<file path="src/asc_pkg.sv">
// Constants, field layouts and state types for the serial control and status block
package asc_pkg;

  // Register byte addresses
  localparam logic [7:0] ADDR_CTRL1 = 8'h00;
  localparam logic [7:0] ADDR_CTRL2 = 8'h04;
  localparam logic [7:0] ADDR_CTRL3 = 8'h08;
  localparam logic [7:0] ADDR_STAT1 = 8'h0c;
  localparam logic [7:0] ADDR_DATA  = 8'h10;

  // First control register fields
  localparam int C1_MODULE_ON = 6;
  localparam int C1_CHAR9     = 4;
  localparam int C1_WAKE_ADDR = 3;

  // Second control register fields
  localparam int C2_TXE_IE    = 7;
  localparam int C2_TXC_IE    = 6;
  localparam int C2_RXF_IE    = 5;
  localparam int C2_IDLE_IE   = 4;
  localparam int C2_TX_EN     = 3;
  localparam int C2_RX_ON     = 2;
  localparam int C2_STANDBY   = 1;
  localparam int C2_SEND_BRK  = 0;

  // Third control register fields
  localparam int C3_RX9       = 7;
  localparam int C3_TX9       = 6;
  localparam int C3_OVR_IE    = 3;
  localparam int C3_NOISE_IE  = 2;
  localparam int C3_FRAME_IE  = 1;
  localparam int C3_PAR_IE    = 0;

  // Status register fields
  localparam int S1_EMPTY     = 7;
  localparam int S1_DONE      = 6;
  localparam int S1_FULL      = 5;
  localparam int S1_IDLE      = 4;
  localparam int S1_OVR       = 3;
  localparam int S1_NOISE     = 2;
  localparam int S1_FRAME     = 1;
  localparam int S1_PAR       = 0;
  localparam logic [7:0] SEEN_RX_MASK = 8'h3e;

  // Character lengths in bit times
  localparam logic [3:0] LEN8 = 4'ha;
  localparam logic [3:0] LEN9 = 4'hb;

  // Counter widths
  localparam int BAUD_W = 8;
  localparam int IDLE_W = 12;

  typedef enum logic [1:0] {
    TX_IDLE = 2'b00,
    TX_PRE  = 2'b01,
    TX_DATA = 2'b11,
    TX_BRK  = 2'b10
  } asc_tx_e;

  typedef enum logic [1:0] {
    RX_IDLE  = 2'b00,
    RX_START = 2'b01,
    RX_DATA  = 2'b11
  } asc_rx_e;

  // Data fields that reset leaves alone
  typedef struct packed {
    logic [7:0] rx_buf;
    logic [7:0] tx_hold;
    logic       rx9;
    logic       tx9;
  } asc_dat_s;

  typedef struct packed {
    logic              module_on;
    logic              char9;
    logic              wake_addr;
    logic              ie_txe;
    logic              ie_txc;
    logic              ie_rxf;
    logic              ie_idle;
    logic              tx_enable;
    logic              rx_on;
    logic              rx_standby;
    logic              send_brk;
    logic              ie_ovr;
    logic              ie_noise;
    logic              ie_frame;
    logic              ie_par;
    logic              empty;
    logic              done;
    logic              full;
    logic              idle;
    logic              ovr;
    logic              noise;
    logic              frame;
    logic [7:0]        seen;
    asc_tx_e           tx_state;
    logic [10:0]       tx_shift;
    logic [3:0]        tx_bits;
    logic [BAUD_W-1:0] tx_baud;
    logic              pre_pend;
    asc_rx_e           rx_state;
    logic [8:0]        rx_shift;
    logic [3:0]        rx_bits;
    logic [BAUD_W-1:0] rx_baud;
    logic [1:0]        rx_hist;
    logic              rx_nz;
    logic [IDLE_W-1:0] idle_cnt;
    logic              idle_armed;
    logic [7:0]        rd_data;
    logic              txd;
    logic              tx_irq;
    logic              rx_irq;
    logic              err_irq;
  } asc_ctl_s;

  typedef struct packed {
    asc_dat_s dat;
    asc_ctl_s ctl;
  } asc_state_s;

  localparam asc_ctl_s CTL_RST = '{empty: 1'b1, done: 1'b1, txd: 1'b1, rx_hist: 2'b11,
                                   tx_state: TX_IDLE, rx_state: RX_IDLE, default: '0};

endpackage

</file>
<file path="src/asc_ctrl.sv">
// Serial interface control, status and character engine
//
// Operation
// - Idle flag interrupts when idle enable set
// - Enabling transmitter sends one all-ones preamble, none if the enable lands on an idle bit tick or a break starts first
// - Disabling transmitter finishes character, line high
// - Re-enable mid-character queues one idle character
// - Receiver disable keeps flags; reset clears it
// - Standby suppresses receive and error interrupts; wake clears standby
// - Break then high bit; held breaks back-to-back
// - Received ninth bit, or bit 7 copy
// - Ninth transmit bit loads with data byte
// - Each error flag gated by own enable
// - Empty sets on load; read-then-write clears
// - Done while empty and nothing being sent
// - Full sets on receive; read-then-read clears
// - Idle after full-character high; read-read clears
// - Idle re-arms only after a full flag
// - Overrun keeps buffer, drops new character
// - Overrun clears only if status saw it
// - Noise flag sets, interrupts, read-read clears
// - Length bit selects ten or eleven bits
// - Wake bit selects address mark or idle
// - Module off sets empty, done; no tx irq
`timescale 1ns/1ns
module asc_ctrl
  import asc_pkg::*;
#(
  parameter int BIT_CYCLES = 16
) (
  input  wire logic       clk,
  input  wire logic       rst_b,
  input  wire logic [7:0] addr,
  input  wire logic [7:0] wr_data,
  input  wire logic       wr_en,
  input  wire logic       rd_en,
  output logic      [7:0] rd_data,
  output logic            txd,
  input  wire logic       rxd,
  output logic            tx_irq,
  output logic            rx_irq,
  output logic            err_irq
);

  localparam logic [BAUD_W-1:0] BIT_LAST  = BAUD_W'(BIT_CYCLES - 1);
  localparam logic [BAUD_W-1:0] HALF_LAST = BAUD_W'(BIT_CYCLES / 2 - 1);

  asc_state_s        st;
  asc_state_s        n;
  logic [3:0]        flen;
  logic [IDLE_W-1:0] idle_tgt;
  logic [7:0]        stat_v;
  logic [7:0]        c1_v;
  logic [7:0]        c2_v;
  logic [7:0]        c3_v;
  logic              tx_tick;
  logic              rx_tick;
  logic              mj;
  logic              noisy;
  logic              load_now;

  always_comb begin
    n        = st;
    load_now = 1'b0;
    flen     = st.ctl.char9 ? LEN9 : LEN8;
    idle_tgt = IDLE_W'(flen) * IDLE_W'(BIT_CYCLES);
    tx_tick  = st.ctl.tx_baud == '0;
    rx_tick  = st.ctl.rx_baud == '0;
    mj       = (st.ctl.rx_hist[1] & st.ctl.rx_hist[0]) | (st.ctl.rx_hist[1] & rxd) | (st.ctl.rx_hist[0] & rxd);
    noisy    = !((st.ctl.rx_hist[1] == st.ctl.rx_hist[0]) && (st.ctl.rx_hist[0] == rxd));

    // Register images
    stat_v = '0;
    stat_v[S1_EMPTY] = st.ctl.empty;
    stat_v[S1_DONE]  = st.ctl.done;
    stat_v[S1_FULL]  = st.ctl.full;
    stat_v[S1_IDLE]  = st.ctl.idle;
    stat_v[S1_OVR]   = st.ctl.ovr;
    stat_v[S1_NOISE] = st.ctl.noise;
    stat_v[S1_FRAME] = st.ctl.frame;
    c1_v = '0;
    c1_v[C1_MODULE_ON] = st.ctl.module_on;
    c1_v[C1_CHAR9]     = st.ctl.char9;
    c1_v[C1_WAKE_ADDR] = st.ctl.wake_addr;
    c2_v = '0;
    c2_v[C2_TXE_IE]   = st.ctl.ie_txe;
    c2_v[C2_TXC_IE]   = st.ctl.ie_txc;
    c2_v[C2_RXF_IE]   = st.ctl.ie_rxf;
    c2_v[C2_IDLE_IE]  = st.ctl.ie_idle;
    c2_v[C2_TX_EN]    = st.ctl.tx_enable;
    c2_v[C2_RX_ON]    = st.ctl.rx_on;
    c2_v[C2_STANDBY]  = st.ctl.rx_standby;
    c2_v[C2_SEND_BRK] = st.ctl.send_brk;
    c3_v = '0;
    c3_v[C3_RX9]      = st.dat.rx9;
    c3_v[C3_TX9]      = st.dat.tx9;
    c3_v[C3_OVR_IE]   = st.ctl.ie_ovr;
    c3_v[C3_NOISE_IE] = st.ctl.ie_noise;
    c3_v[C3_FRAME_IE] = st.ctl.ie_frame;
    c3_v[C3_PAR_IE]   = st.ctl.ie_par;

    // Register writes
    if (wr_en) begin
      case (addr)
        ADDR_CTRL1: begin
          n.ctl.module_on = wr_data[C1_MODULE_ON];
          n.ctl.char9     = wr_data[C1_CHAR9];
          n.ctl.wake_addr = wr_data[C1_WAKE_ADDR];
        end
        ADDR_CTRL2: begin
          n.ctl.ie_txe     = wr_data[C2_TXE_IE];
          n.ctl.ie_txc     = wr_data[C2_TXC_IE];
          n.ctl.ie_rxf     = wr_data[C2_RXF_IE];
          n.ctl.ie_idle    = wr_data[C2_IDLE_IE];
          n.ctl.rx_standby = wr_data[C2_STANDBY];
          n.ctl.send_brk   = wr_data[C2_SEND_BRK];
          if (st.ctl.module_on) begin
            n.ctl.tx_enable = wr_data[C2_TX_EN];
            n.ctl.rx_on     = wr_data[C2_RX_ON];
            if (wr_data[C2_TX_EN] && !st.ctl.tx_enable) begin
              n.ctl.pre_pend = 1'b1;
            end
            if (wr_data[C2_RX_ON] && !st.ctl.rx_on) begin
              n.ctl.idle_armed = 1'b0;
            end
          end
        end
        ADDR_CTRL3: begin
          // bits 5 and 4 not stored
          n.dat.tx9       = wr_data[C3_TX9];
          n.ctl.ie_ovr    = wr_data[C3_OVR_IE];
          n.ctl.ie_noise  = wr_data[C3_NOISE_IE];
          n.ctl.ie_frame  = wr_data[C3_FRAME_IE];
          n.ctl.ie_par    = wr_data[C3_PAR_IE];
        end
        ADDR_DATA: begin
          n.dat.tx_hold = wr_data;
          if (st.ctl.seen[S1_EMPTY]) begin
            n.ctl.empty = 1'b0;
          end
          n.ctl.seen[S1_EMPTY] = 1'b0;
        end
        default: begin
        end
      endcase
    end

    // Register reads
    n.ctl.rd_data = '0;
    if (rd_en) begin
      case (addr)
        ADDR_CTRL1: n.ctl.rd_data = c1_v;
        ADDR_CTRL2: n.ctl.rd_data = c2_v;
        ADDR_CTRL3: n.ctl.rd_data = c3_v;
        ADDR_STAT1: begin
          n.ctl.rd_data = stat_v;
          n.ctl.seen    = stat_v;
        end
        ADDR_DATA: begin
          n.ctl.rd_data = st.dat.rx_buf;
          if (st.ctl.seen[S1_FULL]) n.ctl.full = 1'b0;
          if (st.ctl.seen[S1_IDLE]) n.ctl.idle = 1'b0;
          if (st.ctl.seen[S1_OVR]) n.ctl.ovr = 1'b0;
          if (st.ctl.seen[S1_NOISE]) n.ctl.noise = 1'b0;
          if (st.ctl.seen[S1_FRAME]) n.ctl.frame = 1'b0;
          n.ctl.seen = st.ctl.seen & ~SEEN_RX_MASK;
        end
        default: n.ctl.rd_data = '0;
      endcase
    end

    // Transmitter
    if (!st.ctl.module_on) begin
      n.ctl.empty    = 1'b1;
      n.ctl.tx_state = TX_IDLE;
      n.ctl.tx_baud  = BIT_LAST;
      n.ctl.pre_pend = 1'b0;
    end else begin
      n.ctl.tx_baud = tx_tick ? BIT_LAST : st.ctl.tx_baud - 1'b1;
      if (tx_tick) begin
        if (st.ctl.tx_state != TX_IDLE && st.ctl.tx_bits != 4'h1) begin
          n.ctl.tx_shift = {st.ctl.tx_state != TX_BRK, st.ctl.tx_shift[10:1]};
          n.ctl.tx_bits  = st.ctl.tx_bits - 1'b1;
        end else if (st.ctl.tx_state == TX_BRK && !st.ctl.send_brk) begin
          // one high bit after last break
          n.ctl.tx_state = TX_IDLE;
        end else if (st.ctl.send_brk && st.ctl.tx_enable) begin
          n.ctl.tx_state = TX_BRK;
          n.ctl.tx_shift = '0;
          n.ctl.tx_bits  = flen;
          n.ctl.pre_pend = 1'b0;
        end else if (st.ctl.pre_pend && st.ctl.tx_enable) begin
          n.ctl.tx_state = TX_PRE;
          n.ctl.tx_shift = '1;
          n.ctl.tx_bits  = flen;
          n.ctl.pre_pend = 1'b0;
        end else if (!st.ctl.empty && st.ctl.tx_enable) begin
          load_now       = 1'b1;
          n.ctl.tx_state = TX_DATA;
          n.ctl.tx_shift = st.ctl.char9 ? {1'b1, st.dat.tx9, st.dat.tx_hold, 1'b0}
                                        : {2'b11, st.dat.tx_hold, 1'b0};
          n.ctl.tx_bits  = flen;
          n.ctl.empty    = 1'b1;
        end else begin
          n.ctl.tx_state = TX_IDLE;
          n.ctl.pre_pend = n.ctl.pre_pend & st.ctl.tx_enable;
        end
      end
    end
    n.ctl.txd = (n.ctl.tx_state == TX_IDLE) ? 1'b1 : n.ctl.tx_shift[0];
    // done when idle and nothing queued
    n.ctl.done = n.ctl.empty && n.ctl.tx_state == TX_IDLE && !n.ctl.pre_pend
                 && !(n.ctl.send_brk && n.ctl.tx_enable && n.ctl.module_on);

    // Receiver
    n.ctl.rx_hist = {st.ctl.rx_hist[0], rxd};
    if (!st.ctl.module_on || !st.ctl.rx_on) begin
      n.ctl.rx_state = RX_IDLE;
      n.ctl.idle_cnt = '0;
    end else begin
      if (!rxd) begin
        n.ctl.idle_cnt = '0;
      end else if (st.ctl.idle_cnt != idle_tgt) begin
        n.ctl.idle_cnt = st.ctl.idle_cnt + 1'b1;
        if (st.ctl.idle_cnt == idle_tgt - 1'b1) begin
          if (st.ctl.rx_standby) begin
            if (!st.ctl.wake_addr) n.ctl.rx_standby = 1'b0;
          end else if (st.ctl.idle_armed) begin
            n.ctl.idle       = 1'b1;
            n.ctl.idle_armed = 1'b0;
          end
        end
      end
      case (st.ctl.rx_state)
        RX_IDLE: begin
          if (!rxd) begin
            n.ctl.rx_state = RX_START;
            n.ctl.rx_baud  = HALF_LAST;
          end
        end
        RX_START: begin
          n.ctl.rx_baud = st.ctl.rx_baud - 1'b1;
          if (rx_tick) begin
            n.ctl.rx_state = mj ? RX_IDLE : RX_DATA;
            n.ctl.rx_baud  = BIT_LAST;
            n.ctl.rx_bits  = flen - 1'b1;
            n.ctl.rx_nz    = noisy;
          end
        end
        RX_DATA: begin
          n.ctl.rx_baud = st.ctl.rx_baud - 1'b1;
          if (rx_tick) begin
            n.ctl.rx_baud = BIT_LAST;
            n.ctl.rx_nz   = st.ctl.rx_nz | noisy;
            if (st.ctl.rx_bits != 4'h1) begin
              n.ctl.rx_shift = {mj, st.ctl.rx_shift[8:1]};
              n.ctl.rx_bits  = st.ctl.rx_bits - 1'b1;
            end else begin
              n.ctl.rx_state = RX_IDLE;
              if (!st.ctl.rx_standby || (st.ctl.wake_addr && st.ctl.rx_shift[8])) begin
                n.ctl.rx_standby = 1'b0;
                if (st.ctl.full) begin
                  n.ctl.ovr = 1'b1;
                end else begin
                  n.dat.rx_buf     = st.ctl.char9 ? st.ctl.rx_shift[7:0] : st.ctl.rx_shift[8:1];
                  n.dat.rx9        = st.ctl.rx_shift[8];
                  n.ctl.full       = 1'b1;
                  n.ctl.noise      = n.ctl.noise | st.ctl.rx_nz | noisy;
                  n.ctl.frame      = n.ctl.frame | !mj;
                  n.ctl.idle_armed = 1'b1;
                end
              end
            end
          end
        end
        default: n.ctl.rx_state = RX_IDLE;
      endcase
    end

    // Interrupt requests
    // transmitter requests need module on
    n.ctl.tx_irq  = n.ctl.module_on && ((n.ctl.empty && n.ctl.ie_txe) || (n.ctl.done && n.ctl.ie_txc));
    n.ctl.rx_irq  = !n.ctl.rx_standby && ((n.ctl.full && n.ctl.ie_rxf) || (n.ctl.idle && n.ctl.ie_idle));
    n.ctl.err_irq = !n.ctl.rx_standby && ((n.ctl.ovr && n.ctl.ie_ovr) || (n.ctl.noise && n.ctl.ie_noise)
                    || (n.ctl.frame && n.ctl.ie_frame));
  end

  always_ff @(posedge clk or negedge rst_b) begin
    if (!rst_b) begin
      st.ctl <= CTL_RST;
    end else begin
      st <= n;
    end
  end

  assign rd_data = st.ctl.rd_data;
  assign txd     = st.ctl.txd;
  assign tx_irq  = st.ctl.tx_irq;
  assign rx_irq  = st.ctl.rx_irq;
  assign err_irq = st.ctl.err_irq;

  // Checks
  localparam int A_PRE_MAX = 2 * BIT_CYCLES + 2;
endmodule // asc_ctrl

</file>
<file path="config.mk">
export PLATFORM = sky130hd
export DESIGN_NAME = asc_ctrl
export DESIGN_NICKNAME = d
export VERILOG_FILES = /design/src/asc_pkg.sv /design/src/asc_ctrl.sv
export SDC_FILE = /design/constraint.sdc
export NUM_CORES = 1
export LEC_CHECK = 0
export ABC_AREA = 1
export BUFFER_PORTS_ARGS = -buffer_cell sky130_fd_sc_hd__buf_4
export CAP_MARGIN = 5
export CORE_MARGIN = 4
export CORE_UTILIZATION = 61
export CTS_CLUSTER_DIAMETER = 80
export CTS_CLUSTER_SIZE = 25
export DETAILED_ROUTE_END_ITERATION = 10
export PLACE_DENSITY = 0.76
export SYNTH_ARGS = -nofsm -noshare
export SYNTH_HDL_FRONTEND = slang
export SYNTH_SLANG_ARGS = --single-unit
</file>
<file path="constraint.sdc">
create_clock -name clk -period 2.23 [get_ports clk]
set_input_delay 0.3345 -clock clk [delete_from_list [all_inputs] [get_ports clk]]
set_output_delay 0.3345 -clock clk [all_outputs]
set_load 0.05 [all_outputs]
</file>
After elaboration in Yosys (flattened, before gate mapping)
Cells that the tools add are included.
{"block": "word_totals", "ff_bits": 125, "latch_bits": 0, "ram_bits": 0, "mem_bits_ro": 0, "input_bits": 21, "output_inout_bits": 12, "elab_cells": 271, "n_memories": 0}
{"block": "op_classes", "addsub": 7, "mul": 0, "div_mod_pow": 0, "magnitude_cmp": 0, "eq_ne": 25, "n_shift": 0, "muxes": 112, "bitwise": 14, "n_reduce_logical": 65}
{"cell": "$mux 1", "n": 65}
{"cell": "$mux 17", "n": 3}
{"cell": "$mux 15", "n": 3}
{"cell": "$mux 8", "n": 5}
{"cell": "$pmux 8 s5", "n": 1}
{"cell": "$mux 13", "n": 3}
{"cell": "$mux 12", "n": 3}
{"cell": "$logic_and 1x1->1", "n": 24}
{"cell": "$logic_not 8->1", "n": 3}
{"cell": "$pmux 8 s3", "n": 1}
{"cell": "$mux 23", "n": 1}
{"cell": "$mux 2", "n": 11}
{"cell": "$eq 8x4->1 const B", "n": 2}
{"cell": "$mux 16", "n": 1}
{"cell": "$pmux 8 s2", "n": 1}
{"cell": "$reduce_and 4->1", "n": 4}
{"cell": "$sub 8x1->8 const B", "n": 2}
{"cell": "$mux 3", "n": 5}
{"cell": "$mux 5", "n": 3}
{"cell": "$reduce_and 3->1", "n": 5}
{"cell": "$ne 2x2->1 const B", "n": 7}
{"cell": "$add 12x1->12 const B", "n": 1}
{"cell": "$eq 12x12->1", "n": 1}
{"cell": "$ne 12x8->1", "n": 1}
{"cell": "other kinds (28)", "n": 67}

Logic depth before layout (Yosys ltp)
Gate-level depths: netlist (run 1).
{"block": "logic_depth", "word_depth": 20, "depth_mapped": 13, "ltp_nobuf": 12}

Worst setup path before layout (run 1)
Ideal clock, no wire load.
{"block": "synth_timing", "path_kind": "flip-flop to flip-flop", "startpoint": "reg st[28] in the netlist's numbering", "endpoint": "reg st (netlist bit c3_v[7]) (enable)", "setup_time_ps": 374, "t_arrival_ps": 1611, "required_ps": 1856, "path_slack_ps": 245, "stages_incl_launch_ff": 10, "path_buffers": 1, "period_less_slack_ps": 1985, "path_cell_list": "dfrtp_1 > inv_1 > ha_1 > nand2_1 > nor2_1 > nand3b_1 > buf_6 > inv_4 > nand4_1 > nor2_1"}
{"block": "synth_via", "elab_chain_cells": 2}
{"element": "start, declared", "line": "asc_ctrl.sv:48", "text": "asc_state_s st;"}
{"element": "start signal, assigned", "line": "asc_ctrl.sv:292", "text": "st <= n;"}
{"element": "$logic_not 8->1", "line": "asc_ctrl.sv:68", "text": "rx_tick = st.ctl.rx_baud == '0;"}
{"element": "$reduce_and 7->1 (no line)"}
Every way passes these cells.
A chain may end at the register's enable or synchronous reset.

Final worst setup path (run 1)
{"block": "layout_timing", "startpoint": "reg st[28] in the netlist's numbering", "endpoint": "reg st[48] in the netlist's numbering"}
{"block": "layout_via", "elab_chain_cells": 2}
{"element": "$logic_not 8->1", "line": "asc_ctrl.sv:68"}
{"element": "$reduce_and 4->1 (no line)"}
Every way passes these cells.

==> flow_summary.json, run 1 <==
{
  "dp_hpwl_mm": 9.72,
  "arrival_ps": 2410,
  "fin_skew_ps": 6.85,
  "rsz0062_at_grt": "false",
  "root_buffer": "clkbuf_8",
  "relSlewSlack_pct": 45.8,
  "synth.distinct_cells": 51,
  "layout_common_cells": "nand2_1 (156), inv_1 (102), dfrtp_1 (100)",
  "final_layout_size_suffix_gt1_share_pct": 17.2,
  "hold_path.class": "in -> reg",
  "drtAntennaViolNets": 0,
  "synth_flop_cell": "dfrtp_1",
  "tightest_slew_ps": 813,
  "crit-reg2reg-launch": "st[28]",
  "cts_tree": "built",
  "syn_nets": 762,
  "path_clk_slew_ps": 60,
  "gr-usage-met2_pct": 42.7,
  "grt_pass1_vias": 4948,
  "cts_sinks": 123,
  "htree_levels": 4,
  "num_rows": 36,
  "top_usage_layer": "met2",
  "coreArea_um2": 9910,
  "criticalPathCategory": "reg -> reg",
  "routabilityCongestion": 0.895,
  "endpoint_kind": "flip-flop",
  "slew_viol_final": 0,
  "avgSynthCellArea_um2": 8.59,
  "insertion_delay_ps": 530,
  "max_freq_ghz": 0.496,
  "grt_max_degree": 66,
  "finalSetupTns_ps": 0,
  "firstDrtPassIters": 6,
  "cts_buffers": 17,
  "grt_antenna_before_repair": 0,
  "io_pins": 33,
  "synth_edf_count": 18,
  "postCtsSetupBuffers": 0,
  "worstSetupStartpointType": "flip-flop",
  "synthesis.area_um2": 6270,
  "synth_seq_cells": 123,
  "setup_viol": 0,
  "final_common_cell": "nand2_1",
  "startpoint": "st[28]",
  "die_h_um": 109,
  "cap_viol_max_count": 0,
  "hold_buffers": 6,
  "hold_start": "wr_data[6]",
  "wl_per_cell_um": 14.9,
  "wirelength_mm": 13.7,
  "placed_cells": 881,
  "drt-initial-drc-count": 348,
  "fillers": 727,
  "leakagePower_nw": 3.48,
  "area_delta_synth_final_pct": 16.2,
  "routed_via_density": 5.44,
  "async_reset_ff_share_pct": 85.4,
  "diodes": 0,
  "grt_pass1_wl_mm": 23.3,
  "cp.required_ps": 2620,
  "syn_inst": 730,
  "seq_area_frac_synth_pct": 50.6,
  "yosys_warnings": 0,
  "grt-ovfl-total": 0,
  "fin_nets": 805,
  "start_util_pct": 63.2,
  "postCtsResizedCells": 0,
  "num_vias": 4996,
  "io_buffers": 32,
  "die_w_um": 109,
  "grtUsageMet3_pct": 6.22,
  "drc_errors": 0,
  "die_area_um2": 12000,
  "fin_cells": 919,
  "period_share_pct": 90.4,
  "finalHoldViolations": 0,
  "grt_use_met1_pct": 31.3,
  "track_usage_pct": 25.1,
  "period_minus_slack_ps": 2020,
  "finalPower_w": 0.00565,
  "p_per_area_nw_per_um2": 775,
  "ir_drop_mv": 0.806,
  "crit_fanout": 18,
  "cts_buffer_depth": 2,
  "status": "complete, no violations"
}
[logic make-up after synthesis]
family	share of synthesized area [%]
simple gates	24.0
compound gates	12.6
buf+inv	9.26
xor+xnor	1.26
fa+ha+maj	2.20
flops	50.6
[routing by layer]
layer / vias up / share of wire, %
li1: 2452 / -
met1: 2401 / 43
met2: 123 / 52
met3: 20 / 4.2
met4: 0 / 1.4
met5: - / 0
[area by class of cell]
cell class / count / area [µm²] / area share (%)
Clock buffer: 19 / 432 / 5.93
Clock inverter: 13 / 216 / 2.97
Timing Repair Buffer: 46 / 360 / 4.95
Tap cell: 133 / 166 / 2.28
Inverter: 112 / 423 / 5.81
Sequential cell: 123 / 3170 / 43.6
Multi-Input combinational cell: 473 / 2510 / 34.5
[path summary, 6_finish.rpt]
kind / to / slack, ps / cells after the start
setup / recovery: st[48] / 210 / 9
setup reg to reg: st[48] / 210 / 9
max in group asynchronous: st[23] / 1120 / 3
min in group asynchronous: rd_data[0] / 450 / 3
hold reg to reg: st[27] / 380 / 0
hold / removal: c3_v[6] / 20 / 1
[Yosys cell counts (8+ instances only)]
cell type | count | area [µm²]
a21oi_1 | 35 | 175
buf_4 | 9 | 67.6
dfrtp_1 | 100 | 2500
edfxtp_1 | 18 | 541
ha_1 | 11 | 138
inv_1 | 102 | 383
inv_2 | 9 | 33.8
nand2_1 | 156 | 586
nand2_2 | 8 | 50.1
nand3_1 | 36 | 180
nand4_1 | 9 | 56.3
nor2_1 | 68 | 255
nor3_1 | 13 | 65.1
o21ai_0 | 49 | 245
o21ai_2 | 13 | 114
[power breakdown]
| group | leakage, nW | switching [W] | total, W | internal (W) |
|---|---|---|---|---|
| registers | 1.53 | 0.0000344 | 0.00236 | 0.00233 |
| logic | 1.64 | 0.000207 | 0.000305 | 0.0000982 |
| clock network | 0.305 | 0.00101 | 0.00298 | 0.00197 |
[critical path, cell delays in order, from the launching register on]
cell and delay (ps):
dfrtp_1 380, inv_1 120, ha_1 190, nand2_1 80, nor2_1 100, nand3b_1 70
buf_4 190, or2_1 480, nor2_1 220, a21oi_2 40
[flip-flops by register name, indices dropped and copies added (netlist names)]
signal	flops
c1_v	3
c2_v	8
c3_v	6
err_irq	1
n	1
rd_data	8
rx_irq	1
st	93
tx_irq	1
txd	1
[per-stage QoR]
step	hold slack [ps]	utilization (%)	setup WS, ps	cell area (µm²)
after global placement	369	66.4	312	6580
after detailed placement	377	66.4	233	6580
after CTS	5.87	73.5	208	7280
after global routing	2.26	73.5	61.2	7280
after floorplan	38.9	-	245	6270
final	19.9	73.5	213	7280
(Power assumes the default switching activity.)
==> run 2: changes to the inputs <==
==> constraint.sdc (replaced) <==
create_clock -name clk -period 2.23 [get_ports clk]
set_input_delay 0.223 -clock clk [delete_from_list [all_inputs] [get_ports clk]]
set_output_delay 0.223 -clock clk [all_outputs]
set_load 0.005 [all_outputs]
==> run 2 against run 1 <==
  * Sequential share of layout area fell by 0.30 points
  * Die area unchanged
  * Core utilization grew 0.51 points
  * Register-to-register slack about the same
  * Clock skew barely moved
  * Total power down 0.28%
  * First-iteration DRC count increased by 0.86%
  * Count of clock-buffer cells in the layout unchanged
  * Wire length rose by 0.12%
  * Clock power barely moved
  * Highest routed layer unchanged
==> flow_summary.json, run 2 (same netlist as run 1, synthesis figures left out) <==
{
  "pwr-share-seq_pct": 42.0,
  "hold_buffers": 11,
  "leakagePower_nw": 3.50,
  "rsz0062_at_grt": "false",
  "grt_max_degree": 66,
  "drc_errors": 0,
  "startpoint": "st[28]",
  "cts_sinks": 123,
  "finalHoldViolations": 0,
  "dp_hpwl_mm": 9.72,
  "period_share_pct": 90.1,
  "cp_top_family": "simple AND/OR/NAND/NOR gates",
  "cts_buffers": 17,
  "dpl_cell_area_um2": 6580,
  "fin_cells": 924,
  "path_clk_slew_ps": 60,
  "endpoint_kind": "flip-flop",
  "cap_viol_max_count": 0,
  "grt_pass1_vias": 5032,
  "diodes": 0,
  "pwr-share-clk_pct": 52.7,
  "tightest_slew_ps": 820,
  "die_area_um2": 12000,
  "rr_endpoint": "st[48]",
  "cp.required_ps": 2620,
  "routed_via_density": 5.48,
  "period_minus_slack_ps": 2010,
  "grt-ovfl-total": 0,
  "path_cells": "inv_1 > ha_1 > nand2_1 > nor2_1 > nand3b_1 > buf_4 > or2_1 > nor2_1 > a21oi_2",
  "path_depth": 9,
  "layout_common_cells": "nand2_1 (156), inv_1 (102), dfrtp_1 (100)",
  "fin_skew_ps": 6.44,
  "final_common_cell": "nand2_1",
  "num_vias": 5061,
  "num_rows": 36,
  "io_pins": 33,
  "largest-register": "st",
  "final_layout_size_suffix_gt1_share_pct": 17.1,
  "postCtsResizedCells": 0,
  "area_delta_synth_final_pct": 17.0,
  "max_freq_ghz": 0.498,
  "ff2ff_path_depth": 9,
  "ir_drop_mv": 0.807,
  "cts_tree": "built",
  "cp_common_cell": "nor2_1",
  "io_buffers": 32,
  "routabilityCongestion": 0.895,
  "crit-reg2reg-launch": "st[28]",
  "wl_per_cell_um": 14.9,
  "die_w_um": 109,
  "worstSetupStartpointType": "flip-flop",
  "fillers": 717,
  "fin_nets": 810,
  "insertion_delay_ps": 530,
  "finalSetupTns_ps": 0,
  "drtAntennaViolNets": 0,
  "slew_viol_final": 0,
  "placed_cells": 881,
  "setup_viol": 0,
  "firstDrtPassIters": 5,
  "wirelength_mm": 13.8,
  "setup.worst_path.end": "st[48]",
  "hold_path.class": "in -> reg",
  "cts_buffer_depth": 2,
  "swShare_pct": 21.9,
  "track_usage_pct": 25.3,
  "criticalPathCategory": "reg -> reg",
  "p_switching_w": 0.00123,
  "htree_levels": 4,
  "p_per_area_nw_per_um2": 768,
  "grt_antenna_before_repair": 0,
  "design_area_um2": 7330,
  "path_buf_inv": 2,
  "final_util_pct": 74.0,
  "drt-initial-drc-count": 351,
  "relSlewSlack_pct": 45.3,
  "grt_pass1_wl_mm": 23.4,
  "root_buffer": "clkbuf_8",
  "postCtsSetupBuffers": 0,
  "combPwrFrac_pct": 5.3,
  "cp_slowest_stage_delay_ps": 480,
  "status": "complete, no violations",
  "largest_register_ffs": 93,
  "cpMaxStageDelayCell": "or2_1",
  "internal_power_w": 0.00440,
  "start_util_pct": 63.2,
  "crit_fanout": 18,
  "coreArea_um2": 9910,
  "arrival_ps": 2400,
  "rrSetupSlack_ps": 220,
  "die_h_um": 109
}
[run 2: cell count changes in the layout (fill, tap and decap cells not counted), sizes merged]
cell         previous run  this run
dlygate4sd3             6        11
[run 2: through the flow]
stage          setup WS, ps  total power [W]  hold WS (ps)
2_1_floorplan           245          0.00254         -72.6
3_3_place_gp            312          0.00267           329
3_5_place_dp            233          0.00269           332
4_1_cts                 208          0.00568          71.8
5_1_grt                61.1          0.00584           101
6_report                221          0.00563          91.8
[run 2: worst min path at each step]
| stage | start | end | slack, ps | depth (start not counted) |
|---|---|---|---|---|
| after detailed placement | rst_b | rd_data[7] | 330 | 2 |
| after global routing | wr_en | c1_v[4] | 100 | 3 |
| after global placement | rst_b | rd_data[7] | 330 | 2 |
| final | wr_en | c1_v[4] | 90 | 3 |
| after floorplan | rst_b | c1_v[3] | -70 | 0 |
| after CTS | wr_en | c1_v[4] | 70 | 3 |
[run 2: worst register-to-register path: cells and delay by family (launching register included)]
| family | cells | cell delay (ps) |
|---|---|---|
| flops | 1 | 380 |
| compound gates | 1 | 40 |
| simple gates | 5 | 960 |
| buf+inv | 2 | 310 |
| fa+ha+maj | 1 | 190 |
[run 2: routing by layer]
layer	track usage [%]	part of all wire, %
met4	9.71	2.2
met1	31.3	43
met2	42.5	50
met3	6.93	5.0
met5	0	0
[run 2: area by class of cell]
cell class / instances / area, µm² / share of cell area, %
multi-input combinational: 473 / 2510 / 34.3
clock buffer: 19 / 432 / 5.89
inverter: 112 / 423 / 5.77
tap: 133 / 166 / 2.27
sequential: 123 / 3170 / 43.3
clock inverter: 13 / 216 / 2.95
timing repair buffer: 51 / 410 / 5.60
[run 2: power by group through the flow]
stage	clock network (W)	logic, W	registers [W]
after floorplan	0	0.000150	0.00239
after CTS	0.00301	0.000301	0.00236
after global routing	0.00313	0.000337	0.00237
final	0.00297	0.000297	0.00236
after detailed placement	0	0.000284	0.00240
after global placement	0	0.000268	0.00240
==> run 3: changes to the inputs <==
Settings changed: ABC_AREA 1 to default.
==> run 3 against run 2 <==
  * Sequential power hardly changed
  * Fmax fell by 5.2%
  * Combinational power shrank 28%
  * Count of clock-buffer cells in the layout stayed put
  * Sequential share of layout area decreased by 0.27 points
  * Wire length grew 1.5%
  * Flip-flop and latch count did not move
  * Critical path depth fell by 2
  * Critical endpoint is now tx_irq
  * Largest power group unchanged
==> flow_summary.json, run 3 <==
{
  "synth_flop_cell": "dfrtp_1",
  "tightest_slew_ps": 541,
  "io_buffers": 32,
  "largest_register_ffs": 93,
  "max_freq_ghz": 0.472,
  "ff2ff_path_depth": 7,
  "cts_buffers": 17,
  "wirelength_mm": 14.0,
  "drt-initial-drc-count": 465,
  "track_usage_pct": 26.2,
  "hold_path.class": "in -> reg",
  "postCtsSetupBuffers": 0,
  "grt_antenna_before_repair": 0,
  "finalPower_w": 0.00554,
  "io_pins": 33,
  "drc_errors": 0,
  "cp.required_ps": 2680,
  "cts_tree": "built",
  "drtAntennaViolNets": 0,
  "yosysMostFrequentCell": "dfrtp_1",
  "syn_inst": 564,
  "path_clk_slew_ps": 60,
  "area_delta_synth_final_pct": 21.0,
  "slew_viol_final": 0,
  "wl_per_cell_um": 18.2,
  "routabilityCongestion": 0.875,
  "finalSetupTns_ps": 0,
  "grt_pass1_vias": 4658,
  "layout_common_cells": "dfrtp_1 (100), buf_4 (54), nor2_1 (53)",
  "relSlewSlack_pct": 63.7,
  "grt-ovfl-total": 0,
  "endpoint_kind": "flip-flop",
  "min_path_cells": 3,
  "synth_largest_area_cell": "dfrtp_1",
  "num_rows": 36,
  "leakagePower_nw": 3.21,
  "layout_setup_ws_ps": 110,
  "netlist_top_cells_area": "dfrtp_1 (41%), edfxtp_1 (8.9%), mux2_2 (8.5%)",
  "dp_slack_ps": -0.504,
  "synth.distinct_cells": 67,
  "fin_nets": 653,
  "die_area_um2": 11700,
  "root_buffer": "clkbuf_8",
  "synth_seq_cells": 123,
  "period_share_pct": 95.1,
  "dp_hpwl_mm": 9.37,
  "largest-register": "st",
  "num_vias": 4617,
  "placed_cells": 725,
  "firstDrtPassIters": 5,
  "coreArea_um2": 9770,
  "async_reset_ff_share_pct": 85.4,
  "yosys_warnings": 0,
  "crit_fanout": 4,
  "final_common_cell": "dfrtp_1",
  "start_util_pct": 62.4,
  "routed_via_density": 6.02,
  "setup_viol": 0,
  "synth_edf_count": 18,
  "ir_drop_mv": 0.783,
  "fin_skew_ps": 8.07,
  "die_h_um": 108,
  "avgSynthCellArea_um2": 10.8,
  "cap_viol_max_count": 0,
  "whs_ps": 27.9,
  "fin_cells": 767,
  "synthesis.area_um2": 6100,
  "period_minus_slack_ps": 2120,
  "grt_pass1_wl_mm": 23.4,
  "rsz0062_at_grt": "false",
  "insertion_delay_ps": 530,
  "synth_top_area_share_pct": 41.0,
  "criticalPathCategory": "reg -> reg",
  "die_w_um": 108,
  "final_layout_size_suffix_gt1_share_pct": 25.1,
  "htree_levels": 4,
  "worstSetupStartpointType": "flip-flop",
  "seq_area_frac_synth_pct": 52.0,
  "cts_buffer_depth": 2,
  "arrival_ps": 2570,
  "diodes": 0,
  "synth_common_cells": "dfrtp_1 (100), nor2_1 (53), mux2_2 (46), nand2_1 (39), inv_1 (25)",
  "grt_max_degree": 90,
  "status": "complete, no violations",
  "cts_sinks": 123,
  "syn_nets": 596,
  "finalHoldViolations": 0,
  "p_per_area_nw_per_um2": 750
}
-- run 3: path summary, 6_finish.rpt --
kind / start / endpoint / slack (ps)
worst max-delay path: st[52] / tx_irq / 110
worst min-delay path: rd_en / st[84] / 30
worst max register to register: st[52] / tx_irq / 110
worst min register to register: n[27] / st[27] / 380
max in group asynchronous: rst_b / st[27] / 1300
min in group asynchronous: rst_b / c2_v[0] / 170
-- run 3: per-layer routing --
layer  up-vias  part of all wire (%)  track usage, %
met5         -                     0               0
met4         0                   2.4            10.6
met3        30                   4.4            6.09
met2       134                    50            43.2
met1      2295                    43            33.8
li1       2158                     -               -
-- run 3: per-stage QoR --
| step | instance area [µm²] | util (%) |
|---|---|---|
| final | 7380 | 75.5 |
| after global routing | 7380 | 75.5 |
| after CTS | 7350 | 75.2 |
| after global placement | 6600 | 67.5 |
| after detailed placement | 6600 | 67.5 |
| after floorplan | 6100 | - |
-- run 3: critical path: stages, from the launching register on --
cell and delay, ps:
dfrtp_1 410, inv_2 90, ha_2 180, or3b_4 410
o21ai_4 140, a31oi_1 130, or4b_1 550, o2bb2ai_1 150
-- run 3: cell families after synthesis --
family	share of synthesized area, %
simple gates	16.3
fa+ha+maj	2.26
xor+xnor	3.16
mux	9.81
flops	52.0
compound gates	12.5
buf+inv	3.98
-- run 3: final cells by class --
cell class              count  area, µm²
clock buffers              19        432
inverters                  25       93.8
well taps                 133        166
multi-input cells         386       2720
clock inverters            13        214
flip-flops and latches    123       3170
fillers                   665       2390
repair buffers             68        586
-- run 3: repair_timing --
item | 4_1_cts | 5_1_grt
resized for setup | 1 | 7
hold endpoints to repair | 121 | 0
hold buffers | 10 | 0
endpoints found under the setup margin | 1 | 5
pin swaps | 0 | 0
-- run 3: report_power, final --
part / internal (W) / total, W / switching [W]
registers: 0.00231 / 0.00233 / 0.0000281
clock network: 0.00196 / 0.00299 / 0.00102
logic: 0.0000912 / 0.000214 / 0.000122
